File: config.mk
export PLATFORM = sky130hd
export DESIGN_NAME = lsm_exec
export DESIGN_NICKNAME = d
export VERILOG_FILES = /design/src/lsm_pkg.sv /design/src/lsm_exec.sv /design/src/lsm_cycle_timer.sv
export SDC_FILE = /design/constraint.sdc
export NUM_CORES = 1
export LEC_CHECK = 0
export ABC_CLOCK_PERIOD_IN_PS = 3300
export BUFFER_PORTS_ARGS = -buffer_cell sky130_fd_sc_hd__buf_2
export CAP_MARGIN = 20
export CORE_MARGIN = 5
export CORE_UTILIZATION = 55
export DETAILED_ROUTE_END_ITERATION = 8
export PLACE_DENSITY = 0.82
export SETUP_SLACK_MARGIN = 0.02
export SLEW_MARGIN = 30
export SYNTH_ARGS = -nofsm -noshare
export SYNTH_HDL_FRONTEND = slang
export SYNTH_SLANG_ARGS = --single-unit
File: constraint.sdc
create_clock -name clock -period 3.3 [get_ports clock]
set_clock_uncertainty 0.05 [all_clocks]
set_input_delay 0.165 -clock clock [delete_from_list [all_inputs] [get_ports clock]]
set_output_delay 0.165 -clock clock [all_outputs]
set_load 0.005 [all_outputs]
File: src/lsm_pkg.sv
/*
 Shared constants and types of the instruction execution block.
 Assumes the fetch path presents one decoded instruction at a time.
*/
package lsm_pkg;
    localparam logic [7:0] OP_STORE_PREDEC = 8'hF2;
    localparam logic [7:0] OP_STORE_PREINC = 8'hF3;
    localparam logic [7:0] OP_WORD_RR = 8'hC4;
    localparam logic [7:0] OP_WORD_IR = 8'hC5;
    localparam logic [7:0] OP_WORD_IML = 8'hC6;
    localparam logic [7:0] OP_MUL_R = 8'h84;
    localparam logic [7:0] OP_MUL_IR = 8'h85;
    localparam logic [7:0] OP_MUL_IM = 8'h86;
    localparam logic [7:0] OP_NEXT = 8'h0F;
    localparam logic [7:0] OP_NOP = 8'hFF;
    localparam logic [7:0] OP_OR_LO = 8'h42;
    localparam logic [7:0] OP_OR_HI = 8'h46;
    localparam logic [7:0] OP_POP_R = 8'h50;
    localparam logic [7:0] OP_POP_IR = 8'h51;
    localparam logic [7:0] OP_UPOP_DEC = 8'h92;
    localparam logic [7:0] OP_UPOP_INC = 8'h93;
    localparam logic [7:0] OP_PUSH_R = 8'h70;
    localparam logic [7:0] ADDR_STACK_POINTER_HIGH = 8'hD8;
    localparam logic [7:0] ADDR_STACK_POINTER_LOW = 8'hD9;
    localparam logic [7:0] MUL_CARRY_LIMIT = 8'hFF;
    localparam logic [15:0] IP_STEP = 16'h0002;
    localparam logic [4:0] CYC_STORE = 5'h0E;
    localparam logic [4:0] CYC_WORD = 5'h08;
    localparam logic [4:0] CYC_MUL = 5'h16;
    localparam logic [4:0] CYC_NEXT = 5'h0A;
    localparam logic [4:0] CYC_NOP = 5'h04;
    localparam logic [4:0] CYC_OR = 5'h04;
    localparam logic [4:0] CYC_OR_LONG = 5'h06;
    localparam logic [4:0] CYC_STACK = 5'h08;
    localparam logic [15:0] SP_RESET = 16'h0000;
    localparam logic [15:0] IP_RESET = 16'h0000;
    localparam logic [15:0] PC_RESET = 16'h0000;

    // Flag bits: carry, zero, sign, overflow, decimal-adjust, half-carry
    typedef struct packed {
        logic c;
        logic z;
        logic s;
        logic v;
        logic d;
        logic h;
    } lsm_flags_t;

    // One decoded instruction with its operand values already fetched
    typedef struct packed {
        logic [7:0] opcode;
        logic [7:0] dst_addr;
        logic [7:0] dst_val;
        logic [7:0] src_val;
        logic [15:0] src_word;
        logic [15:0] pair_val;
        logic [7:0] pair_addr;
    } lsm_instr_t;

    typedef struct packed {
        logic we;
        logic [7:0] addr;
        logic [7:0] data;
    } lsm_reg_wr_t;

    typedef struct packed {
        logic we;
        logic to_data;
        logic [15:0] addr;
        logic [7:0] data;
    } lsm_mem_wr_t;

    typedef enum logic [1:0] {
        LSM_IDLE = 2'b00,
        LSM_EXEC = 2'b01,
        LSM_WAIT = 2'b10
    } lsm_state_t;
endpackage

File: src/lsm_exec.sv
/*
 Execution unit for stores with pointer update, word load, multiply,
 threaded next, no-op, OR, and system and user stack pops and push.
 Assumes the decode path presents fetched operand values with start,
 and the register file and memories accept one write per port per cycle.
*/
// How it works
// - Pre-decrement store: pointer minus one, then write
// - Data store reaches full 64K data space
// - Pre-increment store: pointer plus one, then write
// - Even pair means program, odd means data
// - Word load copies 16-bit source to pair
// - Lower-addressed source byte goes to even register
// - Multiply even dst byte by source, unsigned
// - Product written back to the destination pair
// - Multiply flags: C over 255, Z, S, V clear
// - Next loads PC from word at IP, IP plus two
// - No-op changes nothing, takes four cycles
// - OR result stored in destination, source kept
// - OR flags: Z, S from bit 7, V clear
// - Pop reads at stack pointer, then increments it
// - Stack pointer high at D8, low at D9
// - Decrementing user pop: copy, pointer minus one
// - Incrementing user pop: copy, pointer plus one
// - User pops only touch the register file
// - Push decrements stack pointer, then writes source
// - Transfers, loads, next, no-op, stacks keep flags
`timescale 1ns/10ps
`default_nettype none
module lsm_exec
    import lsm_pkg::*;
#(
    parameter int TIMER_WIDTH = 5
) (
    input wire logic clock,
    input wire logic nrst,
    input wire logic start,
    input wire lsm_instr_t instr,
    input wire logic [15:0] prog_word,
    input wire logic [7:0] stack_read_data,
    output logic busy,
    output logic done,
    output logic illegal,
    output lsm_reg_wr_t reg_wr_a,
    output lsm_reg_wr_t reg_wr_b,
    output lsm_mem_wr_t mem_wr,
    output logic [15:0] stack_pointer,
    output logic [15:0] instruction_pointer,
    output logic [15:0] program_counter,
    output lsm_flags_t flags
);
    initial begin
        if (TIMER_WIDTH < 5) begin
            $error("lsm_exec: TIMER_WIDTH too small");
        end
    end

    lsm_state_t state;
    lsm_state_t next_state;
    logic timer_done;

    // Opcode decode
    wire logic [7:0] op = instr.opcode;
    wire logic is_predec = (op == OP_STORE_PREDEC);
    wire logic is_preinc = (op == OP_STORE_PREINC);
    wire logic is_word = (op == OP_WORD_RR) || (op == OP_WORD_IR) || (op == OP_WORD_IML);
    wire logic is_mul = (op == OP_MUL_R) || (op == OP_MUL_IR) || (op == OP_MUL_IM);
    wire logic is_next = (op == OP_NEXT);
    wire logic is_nop = (op == OP_NOP);
    wire logic is_or = (op >= OP_OR_LO) && (op <= OP_OR_HI);
    wire logic is_pop = (op == OP_POP_R) || (op == OP_POP_IR);
    wire logic is_upop_dec = (op == OP_UPOP_DEC);
    wire logic is_upop_inc = (op == OP_UPOP_INC);
    wire logic is_push = (op == OP_PUSH_R);
    wire logic is_known = is_predec || is_preinc || is_word || is_mul || is_next
        || is_nop || is_or || is_pop || is_upop_dec || is_upop_inc || is_push;
    wire logic accept = start && (state == LSM_IDLE);

    // Execution time per instruction
    wire logic [4:0] or_cycles = (op == OP_OR_LO) ? CYC_OR : CYC_OR_LONG;
    wire logic [4:0] cycles = (is_predec || is_preinc) ? CYC_STORE
        : is_word ? CYC_WORD
        : is_mul ? CYC_MUL
        : is_next ? CYC_NEXT
        : is_or ? or_cycles
        : (is_pop || is_upop_dec || is_upop_inc || is_push) ? CYC_STACK
        : CYC_NOP;

    // Store address path
    wire logic [15:0] pair_dec = instr.pair_val - 16'h0001;
    wire logic [15:0] pair_inc = instr.pair_val + 16'h0001;
    wire logic [15:0] store_addr = is_predec ? pair_dec : pair_inc;
    wire logic store_to_data = instr.pair_addr[0];

    // Multiply and OR
    wire logic [15:0] product = 16'(instr.dst_val) * 16'(instr.src_val);
    wire logic [7:0] or_result = instr.dst_val | instr.src_val;

    // Stack pointer arithmetic
    wire logic [15:0] sp_inc = stack_pointer + 16'h0001;
    wire logic [15:0] sp_dec = stack_pointer - 16'h0001;
    wire logic [7:0] user_sp_dec = instr.dst_val - 8'h01;
    wire logic [7:0] user_sp_inc = instr.dst_val + 8'h01;

    // Register writes of the accepted instruction
    lsm_reg_wr_t next_wr_a;
    lsm_reg_wr_t next_wr_b;
    lsm_mem_wr_t next_mem;
    lsm_flags_t next_flags;
    logic [15:0] next_sp;
    logic [15:0] next_ip;
    logic [15:0] next_pc;

    always_comb begin
        next_wr_a = '0;
        next_wr_b = '0;
        next_mem = '0;
        next_flags = flags;
        next_sp = stack_pointer;
        next_ip = instruction_pointer;
        next_pc = program_counter;
        if (accept) begin
            if (is_predec || is_preinc) begin
                // Full 16-bit address, so all 64K of data space is reachable
                next_mem = '{we: 1'b1, to_data: store_to_data, addr: store_addr,
                    data: instr.src_val};
                next_wr_a = '{we: 1'b1, addr: {instr.pair_addr[7:1], 1'b0},
                    data: store_addr[15:8]};
                next_wr_b = '{we: 1'b1, addr: {instr.pair_addr[7:1], 1'b1},
                    data: store_addr[7:0]};
            end else if (is_word) begin
                next_wr_a = '{we: 1'b1, addr: {instr.dst_addr[7:1], 1'b0},
                    data: instr.src_word[15:8]};
                next_wr_b = '{we: 1'b1, addr: {instr.dst_addr[7:1], 1'b1},
                    data: instr.src_word[7:0]};
            end else if (is_mul) begin
                next_wr_a = '{we: 1'b1, addr: {instr.dst_addr[7:1], 1'b0},
                    data: product[15:8]};
                next_wr_b = '{we: 1'b1, addr: {instr.dst_addr[7:1], 1'b1},
                    data: product[7:0]};
                next_flags.c = (product > 16'(MUL_CARRY_LIMIT));
                next_flags.z = (product == 16'h0000);
                next_flags.s = product[15];
                next_flags.v = 1'b0;
            end else if (is_next) begin
                next_pc = prog_word;
                next_ip = instruction_pointer + IP_STEP;
            end else if (is_or) begin
                next_wr_a = '{we: 1'b1, addr: instr.dst_addr, data: or_result};
                next_flags.z = (or_result == 8'h00);
                next_flags.s = or_result[7];
                next_flags.v = 1'b0;
            end else if (is_pop) begin
                next_wr_a = '{we: 1'b1, addr: instr.dst_addr, data: stack_read_data};
                next_sp = sp_inc;
            end else if (is_upop_dec || is_upop_inc) begin
                // Source value comes from the register file only
                next_wr_a = '{we: 1'b1, addr: instr.src_val, data: instr.src_word[7:0]};
                next_wr_b = '{we: 1'b1, addr: instr.dst_addr,
                    data: is_upop_dec ? user_sp_dec : user_sp_inc};
            end else if (is_push) begin
                next_sp = sp_dec;
                // System stack lives in data memory, where pops read it back
                next_mem = '{we: 1'b1, to_data: 1'b1, addr: sp_dec,
                    data: instr.src_val};
            end
            // No-op falls through with nothing changed
        end
    end

    // Pop and push also mirror the pointer bytes into the register file
    wire logic sp_moved = accept && (is_pop || is_push);

    always_comb begin
        next_state = state;
        unique case (state)
            LSM_IDLE: begin
                if (accept && is_known) begin
                    next_state = LSM_EXEC;
                end
            end
            LSM_EXEC: begin
                next_state = LSM_WAIT;
            end
            LSM_WAIT: begin
                if (timer_done) begin
                    next_state = LSM_IDLE;
                end
            end
            default: begin
                next_state = LSM_IDLE;
            end
        endcase
    end

    lsm_cycle_timer #(
        .WIDTH(TIMER_WIDTH)
    ) u_timer (
        .clock(clock),
        .nrst(nrst),
        .load(accept && is_known),
        .cycles(TIMER_WIDTH'(cycles)),
        .done(timer_done)
    );

    always_ff @(posedge clock or negedge nrst) begin
        if (!nrst) begin
            state <= LSM_IDLE;
        end else begin
            state <= next_state;
        end
    end

    // Pointer bytes reach D8 and D9 one cycle after the pointer update
    logic sp_mirror;
    always_ff @(posedge clock or negedge nrst) begin
        if (!nrst) begin
            sp_mirror <= 1'b0;
        end else begin
            sp_mirror <= sp_moved;
        end
    end

    lsm_reg_wr_t sp_wr_high;
    lsm_reg_wr_t sp_wr_low;
    assign sp_wr_high = '{we: sp_mirror, addr: ADDR_STACK_POINTER_HIGH,
        data: stack_pointer[15:8]};
    assign sp_wr_low = '{we: sp_mirror, addr: ADDR_STACK_POINTER_LOW,
        data: stack_pointer[7:0]};

    // Lanes are free then, since no instruction is accepted while busy
    wire lsm_reg_wr_t lane_a = sp_mirror ? sp_wr_high : next_wr_a;
    wire lsm_reg_wr_t lane_b = sp_mirror ? sp_wr_low : next_wr_b;

    always_ff @(posedge clock or negedge nrst) begin
        if (!nrst) begin
            reg_wr_a <= '0;
            reg_wr_b <= '0;
            mem_wr <= '0;
            flags <= '0;
            stack_pointer <= SP_RESET;
            instruction_pointer <= IP_RESET;
            program_counter <= PC_RESET;
        end else begin
            reg_wr_a <= lane_a;
            reg_wr_b <= lane_b;
            mem_wr <= next_mem;
            flags <= next_flags;
            stack_pointer <= next_sp;
            instruction_pointer <= next_ip;
            program_counter <= next_pc;
        end
    end

    assign busy = (state != LSM_IDLE);
    assign done = (state == LSM_WAIT) && timer_done;
    assign illegal = accept && !is_known;
endmodule
`default_nettype wire

File: src/lsm_cycle_timer.sv
/*
 Down counter that holds an instruction for its execution time.
 Assumes load is a single-cycle pulse while the counter is idle.
*/
`timescale 1ns/10ps
`default_nettype none
module lsm_cycle_timer
    import lsm_pkg::*;
#(
    parameter int WIDTH = 5
) (
    input wire logic clock,
    input wire logic nrst,
    input wire logic load,
    input wire logic [WIDTH-1:0] cycles,
    output logic done
);
    initial begin
        if (WIDTH < 5) begin
            $error("lsm_cycle_timer: WIDTH too small for longest instruction");
        end
    end

    logic [WIDTH-1:0] count;
    wire logic [WIDTH-1:0] next_count = load ? cycles - WIDTH'(1)
        : (count != '0 ? count - WIDTH'(1) : count);

    always_ff @(posedge clock or negedge nrst) begin
        if (!nrst) begin
            count <= '0;
        end else begin
            count <= next_count;
        end
    end

    // Done at a count of one, so the load cycle plus the remaining count make the execution time
    assign done = (count == WIDTH'(1));
endmodule
`default_nettype wire

* Word level (Yosys, flattened, before mapping)
Cells that the tools add are included.
** Word-level totals
- Logic and storage cells :: 149
- Register bits :: 120
- Output and inout bits :: 117
- Input bits :: 99
** Cells by class
- Reductions and logical operators :: 40
- $add $sub $neg :: 9
- Multipliers :: 1
- Bitwise logic cells :: 6
- Mux-type cells :: 47
- Equality and inequality tests :: 23
- $lt $le $gt $ge :: 3
** Operators with widths (number)
- 17-bit 2-to-1 mux :: 18
- 26-bit 2-to-1 mux :: 9
- 8-bit equality test, second input constant :: 11
- 16-bit 2-to-1 mux :: 4
- 16-bit by 1-bit adder with 16-bit output, second input constant :: 2
- 8-bit by 7-bit equality test with 1-bit output, second input constant :: 4
- 16-bit by 1-bit subtractor with 16-bit output, second input constant :: 2
- 5-bit 2-to-1 mux :: 5
- 1-bit logical OR :: 20
- 16-bit by 2-bit adder with 16-bit output, second input constant :: 1
- 16-bit by 8-bit > comparator with 1-bit output, second input constant :: 1
- 16-bit zero test :: 1
- 8-bit by 8-bit multiplier with 16-bit output :: 1
- 4-bit 2-to-1 mux :: 3
- 5-bit AND reduction :: 2
- 5-bit by 1-bit subtractor with 5-bit output, second input constant :: 2
- 3-bit 2-to-1 mux :: 3
- 8-bit by 1-bit adder with 8-bit output, second input constant :: 1
- 8-bit by 4-bit equality test with 1-bit output, second input constant :: 1
- 8-bit by 7-bit greater-or-equal comparator with 1-bit output, second input constant :: 1
- 8-bit by 7-bit less-or-equal comparator with 1-bit output, second input constant :: 1
- 8-bit zero test :: 1
- 8-bit 2-to-1 mux :: 1
- 8-bit bitwise OR :: 1
- other kinds (17) :: 33

* Depth between registers and ports, before layout
Gate-level depths: netlist of run 1.
- Depth in word-level cells :: 15
- Mapped depth :: 18
- Gate-level depth less buffers :: 17

* Cells and area by module
A second synthesis of run 1 with hierarchy kept.
** Second synthesis, totals
- Cells, all modules :: 1047
- Area, all modules :: 9231.4 sq um
** By module, submodules not included
- lsm_exec :: seq. area each 2827.7 sq um, cells an instance 1010, area each 8859.7 sq um, times used 1
- lsm_cycle_timer :: seq. area each 125.1 sq um, cells an instance 37, area each 371.6 sq um, times used 1

* Worst setup path before layout of run 1
OpenSTA, ideal clock, no wires.
- Kind :: in2reg
- Start :: input port instr[48] (netlist bit)
- End :: register flags[4] (netlist bit)
- Path slack :: -1398 ps
- Stages on the path :: 17
- Setup time :: 95 ps
- Data required time :: 3155 ps
- Arrival time :: 4553 ps
- Path buffers :: 1
- Cell sequence :: clkbuf_1 nand2_1 fa_1 fa_1 inv_1 fa_1 inv_1 fa_1 inv_1 ha_1 or4_1 o21ai_0 a31oi_1 a21oi_1 xnor2_1 or3_1 o31ai_1
** Between the ends
- Word-level cells in the longest chain between the ends :: 5
- Elaborated cells between the ends (all ways) :: 7
- Those cells by class :: mul (1); mux (3); bitwise (1); reduce/logical (2)
** RTL lines
- start: declaration :: line lsm_exec.sv:38 : input wire lsm_instr_t instr,
- parallel branches: the longest is 4 deep, another holds 8-bit by 8-bit multiplier with 16-bit output
- 3-bit 2-to-1 mux (*) :: line lsm_exec.sv:136 : end else if (is_mul) begin
- end signal: assignment :: line lsm_exec.sv:248 : flags <= next_flags;
- end: declaration :: line lsm_exec.sv:50 : output lsm_flags_t flags
Mark *: on every way between the ends. The select of a mux whose other input is x is not followed.
A chain may end at the register's enable or synchronous reset.

==> results of run 1 <==
## report_power, final
group	leakage [nW]	switching, W	internal (W)
clock network	0.293	0.000701	0.00121
logic	4.53	0.00168	0.00158
registers	1.62	0.0000581	0.00152
## final timing paths
| kind | slack (ns) | endpoint | start |
|---|---|---|---|
| hold reg to reg | 0.41 | instruction_pointer[15]$_DFFE_PN0P_ | instruction_pointer[15]$_DFFE_PN0P_ |
| min in group asynchronous | 0.28 | program_counter[3]$_DFFE_PN0P_ | nrst |
| max in group asynchronous | 2.13 | stack_pointer[1]$_DFFE_PN0P_ | nrst |
| hold / removal | 0.003 | reg_wr_a[9]$_DFF_PN0_ | instr[1] |
| setup reg to reg | 0.45 | stack_pointer[14]$_DFFE_PN0P_ | stack_pointer[1]$_DFFE_PN0P_ |
| setup / recovery | -0.84 | reg_wr_a[4]$_DFF_PN0_ | instr[45] |
## synthesized netlist by cell type, types with 12 or more instances
cell type / n
nand4_1: 12
a22oi_1: 13
fa_1: 38
xnor2_1: 42
o31ai_1: 14
inv_1: 55
a21oi_1: 43
clkbuf_1: 43
o21bai_1: 14
and2_1: 64
nor3_1: 20
dfrtp_1: 118
ha_1: 63
nor2_1: 84
xor2_1: 34
o21ai_0: 42
nand3_1: 14
nand2_1: 133
a211oi_1: 19
## timing repair
| action | 4_1_cts | 5_1_grt |
|---|---|---|
| setup endpoints to repair | 13 | 13 |
| hold endpoints to repair | 94 | 0 |
| gates cloned | 0 | 0 |
| resized for setup | 73 | 43 |
| hold buffers | 22 | 0 |
| buffers inserted | 11 | 9 |
| pin swaps | 41 | 27 |
## flip-flops by register name, summed over array words and instances (netlist names)
name,cells
mem_wr,26
reg_wr_b,17
sp_mirror,1
state,2
instruction_pointer,15
flags,3
stack_pointer,16
program_counter,16
reg_wr_a,17
u_timer.count,5
## worst max-delay path: cells and delay by family
kind,cells,cell delay [ns]
AND/OR/NAND/NOR,2,0.71
buffers and inverters,3,0.21
AO/OA/AOI/OAI,6,1.13
adder cells (fa/ha/maj),5,2.19
## stage by stage
| step | utilization | power (W) | worst slack, ns | setup TNS, ns | std cells |
|---|---|---|---|---|---|
| 6_report | 0.7671 | 0.006753 | -0.8381 | -7.572 | 1568 |
| 5_1_grt | 0.7669 | 0.007061 | -0.9317 | -8.695 | 1567 |
| 4_1_cts | 0.7506 | 0.006190 | -0.6177 | -5.559 | 1559 |
| 3_5_place_dp | 0.6748 | 0.003857 | -1.168 | -13.34 | 1495 |
| 3_3_place_gp | 0.6748 | 0.003784 | -1.044 | -12.20 | 1495 |
| 2_1_floorplan | - | 0.003018 | -0.9151 | -6.846 | 1026 |
## cell usage in the layout (no fill, tap or decap), types with 15 or more instances in the layout
| cell | netlist | final |
|---|---|---|
| buf_2 | 5 | 197 |
| nand2_1 | 133 | 128 |
| dfrtp_1 | 118 | 118 |
| buf_4 | 6 | 106 |
| nor2_1 | 84 | 82 |
| ha_1 | 63 | 54 |
| and2_1 | 64 | 49 |
| inv_1 | 55 | 45 |
| o21ai_0 | 42 | 37 |
| xnor2_1 | 42 | 36 |
| a21oi_1 | 43 | 36 |
| fa_1 | 38 | 34 |
| xor2_1 | 34 | 33 |
| dlygate4sd3_1 | 0 | 22 |
| nor3_1 | 20 | 18 |
| a211oi_1 | 19 | 17 |
| clkbuf_16 | 0 | 17 |
| buf_6 | 1 | 16 |
| and2_4 | 0 | 15 |
## layer usage
metal,routed length (um),part of all wire,up-vias
met5,13,0.00041,-
met4,1293,0.041,2
met3,3368,0.11,118
met2,15130,0.48,640
met1,11910,0.38,4501
li1,-,-,4157
## logic make-up after synthesis
family / synth area share
compound gates: 0.1496
flops: 0.3243
xor+xnor: 0.07310
simple gates: 0.2179
fa+ha+maj: 0.1701
other cells: 0.0004118
mux: 0.01360
buf+inv: 0.05097
## final cells by class
| type | count | area [um2] | share of cell area |
|---|---|---|---|
| Antenna cell | 3 | 7.507 | 0.0005965 |
| Clock buffer | 18 | 439.2 | 0.03489 |
| Clock inverter | 14 | 175.2 | 0.01392 |
| Inverter | 55 | 206.4 | 0.01640 |
| Multi-Input combinational cell | 794 | 6252 | 0.4968 |
| Sequential cell | 118 | 2953 | 0.2346 |
| Tap cell | 220 | 275.3 | 0.02187 |
| Timing Repair Buffer | 346 | 2277 | 0.1809 |
==> impl_metrics.tcl, run 1 <==
set metrics [dict create \
    outcome "finished, violations left" \
    violations "setup timing" \
    die_y_um 138.7 \
    min_path_cells 3 \
    gp_congestion 1.025 \
    grt_antenna_before_repair 3 \
    power_leakage_nw 6.447 \
    synth.largest_area_cell "dfrtp_1" \
    dp_hpwl_um 22910 \
    io_buffers 211 \
    path_cells "buf_12 > and2_4 > fa_1 > fa_1 > fa_1 > inv_2 > fa_1 > inv_2 > ha_4 > or4_4 > o21ai_4 > a31oi_4 > o311a_1 > o2bb2ai_2 > a2111oi_2 > o31ai_1" \
    max_slew_margin 0.4682 \
    placed_area_mm2 0.01107 \
    cts.sinks 118 \
    critical_path.slowest_cell "fa_1" \
    synth_flop_cell "dfrtp_1" \
    met3_usage 0.06552 \
    cts_inserted_buffers 17 \
    setup_violations 13 \
    cpMostUsedCell "fa_1" \
    yosys.area.top_type_share 0.3243 \
    synth_cell_types 68 \
    finalWorstSetupSlack_ns -0.8381 \
    period_share 1.254 \
    clk_pin_slew_ns 0.06 \
    pwr_density_cell_mw_per_mm2 536.5 \
    root_buffer "clkbuf_16" \
    yosys_register_bits 118 \
    detail-route-antenna-nets 0 \
    finalHoldViolations 0 \
    clk_path_buf_depth 2 \
    hp-class "in -> reg" \
    cp-end-kind "register" \
    initial_core_util 0.5550 \
    grt.overflow.total 0 \
    whs_ns 0.003040 \
    path_class "in -> reg" \
    final_cell_area_mm2 0.01259 \
    coreArea_mm2 0.01641 \
    fp.dieW_um 138.7 \
    peakVddDrop_v 0.0004029 \
    worstSkewPairLatency_ns 0.41 \
    crit_fanout 5 \
    grt_max_degree 76 \
    fmax_mhz 241.7 \
    avgSynthCellArea_um2 8.901 \
    grt_util_all_layers 0.3142 \
    cts_tree "done" \
    worst_pin_slew_ns 0.7948 \
    drive_above_1_share 0.3413 \
    grt_pass1_wl_um 49100 \
    vias 9418 \
    top_usage_layer "met2" \
    ys_seq_area_frac 0.3243 \
    arrival_ns 4.41 \
    area_delta_synth_final_pct 38.21 \
    synth_area_mm2 0.009106 \
    dieArea_mm2 0.01923 \
    wl_per_cell_um 20.23 \
    drt_wl_total_um 31720 \
    crit_required_ns 3.57 \
    min_period_ns 4.138 \
    drt-pass1-iter-count 8 \
    drc 0 \
    synth_area_leaders "dfrtp_1 (32%), ha_1 (8.7%), fa_1 (8.4%)" \
    via_per_inst 6.006 \
    use_met1 0.4133 \
    start_kind "input pin" \
    r2r_cells 9 \
    rsz0062_at_grt "yes" \
    met2_usage 0.5180 \
    htreeDepth 4 \
    cp_slowest_stage_delay_ns 0.55 \
    yosys_warnings 0 \
    syn-instance-count 1023 \
    final.fill_count 1115 \
    postSynth.asyncResetShare 1.000 \
    layout.nets 1532 \
    max_cap_violations 0 \
    ioPinCount 216 \
    drv_slew 0 \
    drtIter0Drc 1134 \
    first_global_vias 9258 \
    rows 47 \
    synth_edf_count 0 \
]
Power figures use the tool's default switching activity.
==> inputs of run 2 (changes only) <==
--- a/config.mk
+++ b/config.mk
@@ -6,12 +6,12 @@
 export NUM_CORES = 1
 export LEC_CHECK = 0
 export ABC_CLOCK_PERIOD_IN_PS = 3300
-export BUFFER_PORTS_ARGS = -buffer_cell sky130_fd_sc_hd__buf_2
 export CAP_MARGIN = 20
 export CORE_MARGIN = 5
-export CORE_UTILIZATION = 55
+export CORE_UTILIZATION = 59
 export DETAILED_ROUTE_END_ITERATION = 8
-export PLACE_DENSITY = 0.82
+export DONT_BUFFER_PORTS = 1
+export PLACE_DENSITY = 0.75
 export SETUP_SLACK_MARGIN = 0.02
 export SLEW_MARGIN = 30
 export SYNTH_ARGS = -nofsm -noshare
==> impl_metrics.tcl, run 2 (same netlist as run 1, synthesis figures left out) <==
set metrics [dict create \
    hp-class "in -> reg" \
    power_leakage_nw 5.255 \
    first_global_vias 8061 \
    violations "setup timing" \
    worst_path_dominant_cell_family "adder cells" \
    top_regs "mem_wr (26), reg_wr_a (17), reg_wr_b (17)" \
    root_buffer "clkbuf_16" \
    pre_cts_ws_ns -0.9520 \
    drt_wl_total_um 27970 \
    drt-pass1-iter-count 6 \
    crit_fanout 10 \
    grt_antenna_before_repair 0 \
    clk_path_buf_depth 2 \
    switching_share 0.3397 \
    drtIter0Drc 846 \
    whs_ns 0.007172 \
    initial_core_util 0.6012 \
    p_comb_frac 0.420 \
    finalWorstSetupSlack_ns -0.5089 \
    setup_violations 12 \
    worstSkewPairLatency_ns 0.42 \
    fmax_mhz 262.5 \
    max_slew_margin 0.5022 \
    cts.sinks 118 \
    fp.dieW_um 134.2 \
    gp_congestion 0.9627 \
    cts_inserted_buffers 17 \
    rows 45 \
    worst-path-buf-inv 3 \
    layout.nets 1305 \
    grt_util_all_layers 0.3110 \
    via_per_inst 6.250 \
    cp_slowest_stage_delay_ns 0.55 \
    arrival_ns 4.09 \
    ioPinCount 216 \
    final_cell_mix "nand2_1 (130), dfrtp_1 (117), nor2_1 (81), dlygate4sd3_1 (58), buf_4 (58)" \
    coreArea_mm2 0.01515 \
    power_switching_w 0.002032 \
    area_delta_synth_final_pct 22.63 \
    cp-end-kind "register" \
    grt.overflow.total 0 \
    dieArea_mm2 0.01802 \
    path_cells "nand2_1 > fa_1 > fa_1 > inv_1 > fa_1 > inv_1 > fa_1 > inv_2 > ha_4 > or4_4 > o21ai_4 > a31oi_4 > a21oi_2 > xnor2_1 > or3_1 > o31ai_1" \
    crit_required_ns 3.58 \
    vias 8163 \
    num_antenna_cells 0 \
    cts_tree "done" \
    grt_pass1_wl_um 43970 \
    rsz0062_at_grt "yes" \
    clock_power_share 0.315 \
    peakVddDrop_v 0.0003927 \
    cpMostUsedCell "fa_1" \
    layout_commonest_cell "nand2_1" \
    clk_pin_slew_ns 0.06 \
    finalHoldViolations 0 \
    path_class "in -> reg" \
    grt_max_degree 119 \
    largest-register "mem_wr" \
    p_seq_frac 0.265 \
    p_int_w 0.003949 \
    dp_hpwl_um 20450 \
    layout.cells.non_filler 1306 \
    htreeDepth 4 \
    start_kind "input pin" \
    final.fill_count 1071 \
    dp_cells 1213 \
    detail-route-antenna-nets 0 \
    worst_pin_slew_ns 0.7467 \
    outcome "finished, violations left" \
    period_share 1.154 \
    drc 0 \
    drv_slew 0 \
    drive_above_1_share 0.1574 \
    r2r_slack_ns 0.52 \
    min_period_ns 3.809 \
    critical_path.slowest_cell "or4_4" \
    io_buffers 0 \
    die_y_um 134.2 \
    largest_reg_flops 26 \
    final_util 0.7373 \
    wl_per_cell_um 21.42 \
    pwr_density_cell_mw_per_mm2 535.6 \
    setup_tns_ns -3.522 \
    max_cap_violations 0 \
]
run 2: changes by cell type in the layout (fill, tap and decap cells not counted), sizes merged:
| cell | before | now |
|---|---|---|
| dlygate4sd3 | 22 | 58 |
| buf | 324 | 61 |
| diode | 3 | 0 |
| clkinvlp | 3 | 4 |
| clkbuf | 18 | 17 |
run 2: area by class of cell:
class	instances	area (um2)	area share
sequential	118	2954	0.2645
timing repair buffer	119	1066	0.09546
multi-input combinational	794	6101	0.5463
tap	188	235.2	0.02106
clock inverter	15	178.9	0.01602
clock buffer	17	425.4	0.03810
inverter	55	206.4	0.01849
run 2: routing by layer:
metal / GRT usage / vias to the layer above / share of wire
met1: 0.3981 / 3947 / 0.39
met5: 0 / - / 0
met2: 0.4975 / 457 / 0.47
li1: - / 3697 / -
met3: 0.09865 / 62 / 0.11
met4: 0.1137 / 0 / 0.029
run 2: power groups by stage:
stage / clock network (W) / logic (W) / registers [W]
4_1_cts: 0.00189 / 0.00223 / 0.00159
3_3_place_gp: 0 / 0.00194 / 0.00161
5_1_grt: 0.00197 / 0.00275 / 0.00160
2_1_floorplan: 0 / 0.00142 / 0.00160
3_5_place_dp: 0 / 0.00197 / 0.00161
6_report: 0.00188 / 0.00251 / 0.00159
run 2: what timing repair did:
item | in CTS | in global routing
resized for setup | 23 | 25
setup buffers | 0 | 3
endpoints found under the setup margin | 11 | 12
hold endpoints to repair | 169 | 0
hold buffers | 59 | 0
pin swaps | 9 | 20
run 2: path summary, 6_finish.rpt:
path | start | to | depth (start not counted)
min in group asynchronous | nrst | flags[4]$_DFFE_PN0P_ | 2
hold / removal | instr[8] | reg_wr_b[0]$_DFF_PN0_ | 3
max in group asynchronous | nrst | sp_mirror$_DFF_PN0_ | 2
setup / recovery | instr[43] | flags[4]$_DFFE_PN0P_ | 16
setup reg to reg | stack_pointer[0]$_DFFE_PN0P_ | stack_pointer[14]$_DFFE_PN0P_ | 9
hold reg to reg | program_counter[9]$_DFFE_PN0P_ | program_counter[9]$_DFFE_PN0P_ | 2
run 2: worst reg2reg max path: cells and delay by family (launching register included):
kind            cells  cell delay (ns)
simple gates        5             1.60
compound gates      1             0.16
xor+xnor            1             0.16
flops               1             0.38
fa+ha+maj           1             0.22
buf+inv             1             0.13
run 2: stage by stage:
step | total power [W] | instance area (um2)
final | 0.005981 | 11170
after CTS | 0.005705 | 11010
after global routing | 0.006315 | 11170
after detailed placement | 0.003581 | 9682
after global placement | 0.003552 | 9682
after floorplan | 0.003018 | 9349
